===== src/rtl/ufp_pkg.sv =====
package ufp_pkg;
    localparam int ADDR_W = 8;
    localparam int DATA_W = 8;

    // Register offsets (index == byte address, all stand at printed offsets)
    localparam logic [7:0] OFS_FUNCTION_ADDRESS_REG = 8'h00;
    localparam logic [7:0] OFS_POWER = 8'h01;
    localparam logic [7:0] OFS_IN_FLAGS = 8'h02;
    localparam logic [7:0] OFS_CM_FLAGS = 8'h06;
    localparam logic [7:0] OFS_IN_IE = 8'h07;
    localparam logic [7:0] OFS_CM_IE = 8'h0B;
    localparam logic [7:0] OFS_FRAME_LOW = 8'h0C;
    localparam logic [7:0] OFS_FRAME_HIGH = 8'h0D;
    localparam logic [7:0] OFS_INDEX = 8'h0E;
    localparam logic [7:0] OFS_ISO_CTRL = 8'h10;

    // Power register bit positions
    localparam int PWR_SUSPEND_DETECT_ENABLE = 0;
    localparam int PWR_SUSPEND_MODE_FLAG = 1;
    localparam int PWR_RESUME = 2;
    localparam int PWR_BUSRST = 3;
    localparam int PWR_INHIBIT = 4;
    localparam int PWR_ISO_UPDATE_ENABLE = 7;

    // Common flag bit positions
    localparam int CM_SUS = 0;
    localparam int CM_RSU = 1;
    localparam int CM_RST = 2;
    localparam int CM_SOF = 3;

    localparam logic [7:0] POWER_RESET = 8'h10;
    localparam logic [3:0] IN_IE_RESET = 4'hF;
    localparam logic [3:0] CM_IE_RESET = 4'h6;
    localparam logic [3:0] CM_IE_ON_BUSRST = 4'hE;
    localparam logic [3:0] IN_IE_ON_BUSRST = 4'hF;
    localparam logic [7:0] UNMAPPED_READ = 8'h00;

    localparam int NUM_IN_EP = 4;
    localparam int FRAME_W = 11;
    localparam int FRAME_LOW_W = 8;
    localparam int FRAME_HIGH_W = 3;

    typedef enum logic [1:0] {
        UFP_ACTIVE = 2'b00,
        UFP_SUSPENDED = 2'b01,
        UFP_WAKING = 2'b11,
        UFP_HOST_RESUMED = 2'b10
    } ufp_pwr_e;
endpackage


===== src/rtl/ufp_top.sv =====
`timescale 1ns/100ps
module ufp_top (
    input wire logic ref_clk,
    input wire logic rst_n,
    input wire logic wb_cyc_i,
    input wire logic wb_stb_i,
    input wire logic wb_we_i,
    input wire logic [ufp_pkg::ADDR_W-1:0] wb_adr_i,
    input wire logic [ufp_pkg::DATA_W-1:0] wb_dat_i,
    input wire logic wb_sel_i,
    output logic [ufp_pkg::DATA_W-1:0] wb_dat_o,
    output logic wb_ack_o,
    input wire logic bus_reset_seen,
    input wire logic bus_suspend_seen,
    input wire logic bus_resume_seen,
    input wire logic sof_seen,
    input wire logic [ufp_pkg::FRAME_W-1:0] sof_frame,
    input wire logic [ufp_pkg::NUM_IN_EP-1:0] in_ep_event,
    input wire logic iso_in_token,
    input wire logic iso_in_packet_armed,
    input wire logic cpu_ext_irq_enable,
    output logic usb_irq,
    output logic drive_resume,
    output logic osc_wake,
    output logic traffic_enable,
    output logic ep_flush,
    output logic iso_send_packet,
    output logic iso_send_zero_len,
    output logic [6:0] function_address
);
    import ufp_pkg::*;

    logic soft_rst_n;
    logic soft_rst_req_reg;
    logic rst_n_all;
    ufp_pwr_e pwr_state_reg;
    logic suspend_detect_enable_reg, resume_reg, inhibit_reg, iso_update_enable_reg;
    logic [6:0] function_address_reg_reg;
    logic [7:0] index_reg;
    logic [NUM_IN_EP-1:0] in_flags_reg, in_ie_reg;
    logic [3:0] cm_flags_reg, cm_ie_reg;
    logic [FRAME_W-1:0] frame_reg;
    logic iso_wait_reg;
    logic armed_prev_reg, armed_rise;
    logic acc, wr, rd;
    logic rd_in, rd_cm, wr_power;
    logic bus_rst, susp_ev, rsu_ev, wake_end_ev;
    logic [3:0] cm_set;
    logic [7:0] power_rd;

    // Software reset pulses one cycle, combined with power-on reset
    assign soft_rst_n = ~soft_rst_req_reg;
    assign rst_n_all = rst_n & soft_rst_n;

    assign acc = wb_cyc_i & wb_stb_i & ~wb_ack_o;
    assign wr = acc & wb_we_i & wb_sel_i;
    assign rd = acc & ~wb_we_i;
    assign rd_in = rd && wb_adr_i == OFS_IN_FLAGS;
    assign rd_cm = rd && wb_adr_i == OFS_CM_FLAGS;
    assign wr_power = wr && wb_adr_i == OFS_POWER;

    // Bus events are ignored while inhibited
    assign bus_rst = bus_reset_seen & ~inhibit_reg;
    assign susp_ev = bus_suspend_seen & suspend_detect_enable_reg & ~inhibit_reg
        & pwr_state_reg == UFP_ACTIVE;
    assign rsu_ev = bus_resume_seen & ~inhibit_reg & pwr_state_reg == UFP_SUSPENDED;
    assign wake_end_ev = wr_power & ~wb_dat_i[PWR_RESUME] & pwr_state_reg == UFP_WAKING;

    assign cm_set[CM_SUS] = susp_ev;
    assign cm_set[CM_RSU] = rsu_ev | wake_end_ev;
    assign cm_set[CM_RST] = bus_rst;
    assign cm_set[CM_SOF] = sof_seen & ~inhibit_reg;

    // Only a newly armed packet waits for the next frame
    assign armed_rise = iso_in_packet_armed & ~armed_prev_reg;

    function automatic logic [7:0] pad4(input logic [3:0] v);
        return {4'h0, v};
    endfunction

    always_comb begin
        power_rd = 8'h00;
        power_rd[PWR_ISO_UPDATE_ENABLE] = iso_update_enable_reg;
        power_rd[PWR_INHIBIT] = inhibit_reg;
        power_rd[PWR_BUSRST] = bus_reset_seen;
        power_rd[PWR_RESUME] = resume_reg;
        power_rd[PWR_SUSPEND_MODE_FLAG] = pwr_state_reg != UFP_ACTIVE;
        power_rd[PWR_SUSPEND_DETECT_ENABLE] = suspend_detect_enable_reg;
    end

    always_ff @(posedge ref_clk or negedge rst_n) begin
        if (!rst_n) begin
            soft_rst_req_reg <= 1'b0;
        end else begin
            soft_rst_req_reg <= wr_power & wb_dat_i[PWR_BUSRST];
        end
    end

    always_ff @(posedge ref_clk or negedge rst_n) begin
        if (!rst_n) begin
            wb_ack_o <= 1'b0;
            wb_dat_o <= UNMAPPED_READ;
        end else begin
            wb_ack_o <= acc;
            if (rd) begin
                unique case (wb_adr_i)
                    OFS_FUNCTION_ADDRESS_REG: wb_dat_o <= {1'b0, function_address_reg_reg};
                    OFS_POWER: wb_dat_o <= power_rd;
                    OFS_IN_FLAGS: wb_dat_o <= pad4(in_flags_reg);
                    OFS_CM_FLAGS: wb_dat_o <= pad4(cm_flags_reg);
                    OFS_IN_IE: wb_dat_o <= pad4(in_ie_reg);
                    OFS_CM_IE: wb_dat_o <= pad4(cm_ie_reg);
                    OFS_FRAME_LOW: wb_dat_o <= frame_reg[FRAME_LOW_W-1:0];
                    OFS_FRAME_HIGH: wb_dat_o <= {5'h00, frame_reg[FRAME_W-1:FRAME_LOW_W]};
                    OFS_INDEX: wb_dat_o <= index_reg;
                    default: wb_dat_o <= UNMAPPED_READ;
                endcase
            end
        end
    end

    // Power control bits
    always_ff @(posedge ref_clk or negedge rst_n_all) begin
        if (!rst_n_all) begin
            suspend_detect_enable_reg <= 1'b0;
            resume_reg <= 1'b0;
            iso_update_enable_reg <= 1'b0;
            inhibit_reg <= 1'b1;
        end else if (wr_power) begin
            suspend_detect_enable_reg <= wb_dat_i[PWR_SUSPEND_DETECT_ENABLE];
            resume_reg <= wb_dat_i[PWR_RESUME] & pwr_state_reg != UFP_ACTIVE;
            iso_update_enable_reg <= wb_dat_i[PWR_ISO_UPDATE_ENABLE];
            inhibit_reg <= inhibit_reg & wb_dat_i[PWR_INHIBIT];
        end
    end

    // Suspend state
    always_ff @(posedge ref_clk or negedge rst_n_all) begin
        if (!rst_n_all) begin
            pwr_state_reg <= UFP_ACTIVE;
        end else if (bus_rst) begin
            pwr_state_reg <= UFP_ACTIVE;
        end else begin
            unique case (pwr_state_reg)
                UFP_ACTIVE: if (susp_ev) pwr_state_reg <= UFP_SUSPENDED;
                UFP_SUSPENDED: begin
                    if (rsu_ev) begin
                        pwr_state_reg <= UFP_HOST_RESUMED;
                    end else if (wr_power && wb_dat_i[PWR_RESUME]) begin
                        pwr_state_reg <= UFP_WAKING;
                    end
                end
                UFP_WAKING: if (wake_end_ev) pwr_state_reg <= UFP_ACTIVE;
                UFP_HOST_RESUMED: if (rd_cm) pwr_state_reg <= UFP_ACTIVE;
            endcase
        end
    end

    // Function address, index and enables
    always_ff @(posedge ref_clk or negedge rst_n_all) begin
        if (!rst_n_all) begin
            function_address_reg_reg <= 7'h00;
            index_reg <= 8'h00;
            in_ie_reg <= IN_IE_RESET;
            cm_ie_reg <= CM_IE_RESET;
        end else if (bus_rst) begin
            function_address_reg_reg <= 7'h00;
            index_reg <= 8'h00;
            in_ie_reg <= IN_IE_ON_BUSRST;
            cm_ie_reg <= CM_IE_ON_BUSRST;
        end else if (wr) begin
            if (wb_adr_i == OFS_FUNCTION_ADDRESS_REG) function_address_reg_reg <= wb_dat_i[6:0];
            if (wb_adr_i == OFS_INDEX) index_reg <= wb_dat_i;
            if (wb_adr_i == OFS_IN_IE) in_ie_reg <= wb_dat_i[NUM_IN_EP-1:0];
            if (wb_adr_i == OFS_CM_IE) cm_ie_reg <= wb_dat_i[3:0];
        end
    end

    // Flags: clear on read, set wins
    always_ff @(posedge ref_clk or negedge rst_n_all) begin
        if (!rst_n_all) begin
            in_flags_reg <= '0;
            cm_flags_reg <= '0;
        end else if (bus_rst) begin
            in_flags_reg <= '0;
            cm_flags_reg <= CM_IE_ON_BUSRST[CM_RST] ? 4'h4 : 4'h0;
        end else begin
            in_flags_reg <= (rd_in ? '0 : in_flags_reg)
                | (in_ep_event & {NUM_IN_EP{~inhibit_reg}});
            cm_flags_reg <= (rd_cm ? 4'h0 : cm_flags_reg) | cm_set;
        end
    end

    // Frame number and iso gating
    always_ff @(posedge ref_clk or negedge rst_n_all) begin
        if (!rst_n_all) begin
            frame_reg <= '0;
            iso_wait_reg <= 1'b0;
            armed_prev_reg <= 1'b0;
        end else begin
            armed_prev_reg <= iso_in_packet_armed;
            if (sof_seen && !inhibit_reg) frame_reg <= sof_frame;
            if (sof_seen) begin
                iso_wait_reg <= 1'b0;
            end else if (armed_rise && iso_update_enable_reg) begin
                iso_wait_reg <= 1'b1;
            end
        end
    end

    always_ff @(posedge ref_clk or negedge rst_n_all) begin
        if (!rst_n_all) begin
            usb_irq <= 1'b0;
            drive_resume <= 1'b0;
            osc_wake <= 1'b0;
            traffic_enable <= 1'b0;
            ep_flush <= 1'b0;
            iso_send_packet <= 1'b0;
            iso_send_zero_len <= 1'b0;
            function_address <= 7'h00;
        end else begin
            // Suspend flag only reaches the request when enabled
            usb_irq <= cpu_ext_irq_enable & (|(in_flags_reg & in_ie_reg)
                | |(cm_flags_reg & cm_ie_reg));
            drive_resume <= pwr_state_reg == UFP_WAKING & resume_reg;
            osc_wake <= pwr_state_reg != UFP_ACTIVE & (rsu_ev | bus_rst
                | (wr_power & wb_dat_i[PWR_RESUME]));
            traffic_enable <= ~inhibit_reg;
            ep_flush <= bus_rst;
            iso_send_packet <= iso_in_token & ~inhibit_reg & iso_in_packet_armed
                & ~(iso_update_enable_reg & (iso_wait_reg | armed_rise & ~sof_seen));
            iso_send_zero_len <= iso_in_token & ~inhibit_reg & iso_update_enable_reg
                & (iso_wait_reg | armed_rise & ~sof_seen);
            function_address <= function_address_reg_reg;
        end
    end
endmodule // ufp_top


===== config.mk =====
export PLATFORM = sky130hd
export DESIGN_NAME = ufp_top
export DESIGN_NICKNAME = d
export VERILOG_FILES = /design/src/rtl/ufp_pkg.sv /design/src/rtl/ufp_top.sv
export SDC_FILE = /design/constraint.sdc
export NUM_CORES = 1
export LEC_CHECK = 0
export ABC_AREA = 1
export ABC_CLOCK_PERIOD_IN_PS = 4050
export BUFFER_PORTS_ARGS = -buffer_cell sky130_fd_sc_hd__buf_2
export CAP_MARGIN = 15
export CORE_UTILIZATION = 49
export DETAILED_ROUTE_END_ITERATION = 8
export HOLD_SLACK_MARGIN = 0.1
export PLACE_DENSITY = 0.84
export SYNTH_ARGS = -nofsm -noshare
export SYNTH_HDL_FRONTEND = slang
export SYNTH_SLANG_ARGS = --single-unit

===== constraint.sdc =====
create_clock -name ref_clk -period 4.05 [get_ports ref_clk]
set_input_delay 0.2025 -clock ref_clk [delete_from_list [all_inputs] [get_ports ref_clk]]
set_output_delay 0.2025 -clock ref_clk [all_outputs]
set_load 0.03 [all_outputs]

==> impl_metrics.toml <==
[cts]
clkTransAtPathRegs_ns = 0.08
ctsHoldBuffers = 21
cts_htree_levels = 3
cts_tree = "yes"
cts_sinks = 74
cts_resized = 0
cts_buffers = 9
clk_path_buf_depth = 2
clk_latency_ns = 0.36
postCtsSetupBuffers = 0
cts-root-buf = "clkbuf_8"

[final_layout]
nFillCells = 525
largest_reg_flops = 11
nNetsFinal = 534
diodes = 0
seqCellArea_um2 = 1860
drive_above_1_share_pct = 23.6
multi_input_area_um2 = 1390
fin_area_um2 = 4230
syn2layout_area_growth_pct = 25.4
fin_cells = 572

[timing]
setup_viol = 0
skew_ns = 0.0129
fmax_ghz = 0.436
drv_slew = 0
rsz0062_at_grt = "false"
holdWs_ns = 0.120
slew_headroom_pct = 59.4
tightest_slew_ns = 0.609
finalSetupTns_ns = 0
finalHoldViolCount = 0
period_share_pct = 56.7
layout_min_cycle_time_ns = 2.29

[floorplanning]
num_rows = 29
die_w_um = 85.0
pin_count = 67
core_um2 = 6490
start_util_pct = 51.9
die_area_um2 = 7220
fp.dieH_um = 85.0

[route]
firstDrtPassIters = 8
ant_nets = 0
routed_via_density = 5.40
vias = 3087
drt-initial-drc-count = 235
post_drt_wl_per_cell_um = 15.1
totalWireLength_um = 8620
drc = 7

[setup_path]
worst-path-max-fanout = 19
worstSetupEndpointType = "flop"
ff2ff_path_depth = 6
timing.rr.end = "index_reg[3]"
critPathLaunchType = "flop"
r2r_setup_slack_ns = 1.76
crit_required_ns = 4.33
critPathArrivalTime_ns = 2.57
path_class = "flop to flop"
rr_startpoint = "inhibit_reg"

[logic_synthesis]
synth-edff-count = 0
synthTopCellsByArea = "dfrtp_1 (50%), nand2_1 (15%), nand3_1 (5.8%)"
async_reset_ff_share_pct = 100
syn_inst = 398
synth_seq_cells = 74
synth_area_per_cell_um2 = 8.48
synth.net_count = 442
synth_common_cells = "nand2_1 (135), dfrtp_1 (67), nor2_1 (47), nand3_1 (39), inv_1 (21)"
synth_area_um2 = 3370
yosys_warnings = 0
synth_flop_cell = "dfrtp_1"
yosys.cell_count.top_type = "nand2_1"
yosysSeqAreaShare_pct = 55.2
yosysTopAreaCellShare_pct = 49.7
yosys.cell_types.count = 30
yosysTopAreaCell = "dfrtp_1"

[global_route]
grt-ovfl-total = 0
grt_pass1_wl_um = 13500
grt_pass1_vias = 2863
antenna_found_initial = 0
grt_max_degree = 44
grt_util_all_layers_pct = 25.1

[power]
vdd_drop_max_mv = 0.261
leakage_uw = 0.00227
power_density_nw_per_um2 = 404

[worst_hold_path]
hold_path.startpoint = "wb_dat_i[7]"
hold_depth = 3
hold_class = "input port to flop"
holdPathEnd = "iso_update_enable_reg"

[flow_run]
drv_cap = 0

[outcome]
violations = "DRC"
status = "complete, but fails checks"

[placement]
placement.cell_area_um2 = 3770
portBuffers = 66
place_inst = 534
gp_congestion = 0.958
detailed_place_hpwl_um = 6220
how the worst max path moves through the flow:
stage                           startpoint             end  slack [ns]  cells past startpoint
after floorplan           soft_rst_req_reg  armed_prev_reg        0.03                      1
after global placement         inhibit_reg    index_reg[7]        2.01                      6
after detailed placement       inhibit_reg    index_reg[5]        1.89                      6
after CTS                      inhibit_reg    index_reg[5]        1.85                      6
after global routing           inhibit_reg    index_reg[6]        1.63                      6
final                          inhibit_reg    index_reg[3]        1.76                      6
cell type report:
class	instances	area share, %
inverter	23	2.04
multi-input combinational	292	32.7
clock buffer	9	2.93
clock inverter	7	2.43
tap	77	2.28
timing repair buffer	90	13.6
sequential	74	44.0
metal layers:
metal / share of wire (%) / GRT usage (%)
met5: 0 / 0
met1: 43 / 33.2
met4: 2.5 / 10.8
met2: 47 / 40.8
met3: 7.5 / 4.77
logic make-up after synthesis:
group	Yosys count	share of synthesized area [%]
compound gates	39	6.49
buf+inv	32	4.01
flops	74	55.2
mux	11	3.67
simple gates	242	30.7
cell usage in the layout, fill, tap and decap left out, drive strengths merged:
cell type,instances
a21boi,1
dfrtp,67
o22ai,1
clkinv,3
nand4,7
and2,1
mux2,11
a221oi,2
a21o,1
buf,69
a21oi,15
dlygate4sd3,21
nand3,39
inv,24
nor3,5
nor2,51
nand2,138
dfstp,7
o211ai,1
o21ai,18
and3,1
bufinv,2
clkinvlp,1
clkbuf,9
worst max-delay path, stage by stage, from the launching register on:
cell	delay [ns]
dfstp_2	0.54
inv_1	0.17
nand2_1	0.43
inv_2	0.28
a21oi_2	0.53
nand2_1	0.14
o21ai_1	0.12
power by group:
group | total (uW) | switching (uW) | internal, uW
clock | 643 | 291 | 352
combinational | 237 | 145 | 91.2
sequential | 829 | 39.1 | 790
total | 1710 | 476 | 1230
per-stage QoR:
step	power, uW	worst slack (ns)	utilization (%)
3_5_place_dp	1060	1.89	58.1
4_1_cts	1710	1.85	64.8
3_3_place_gp	1040	2.01	58.1
5_1_grt	1780	1.63	65.1
2_1_floorplan	978	0.0338	-
6_report	1710	1.76	65.1
Note: power is estimated with default switching activity, not from simulation.
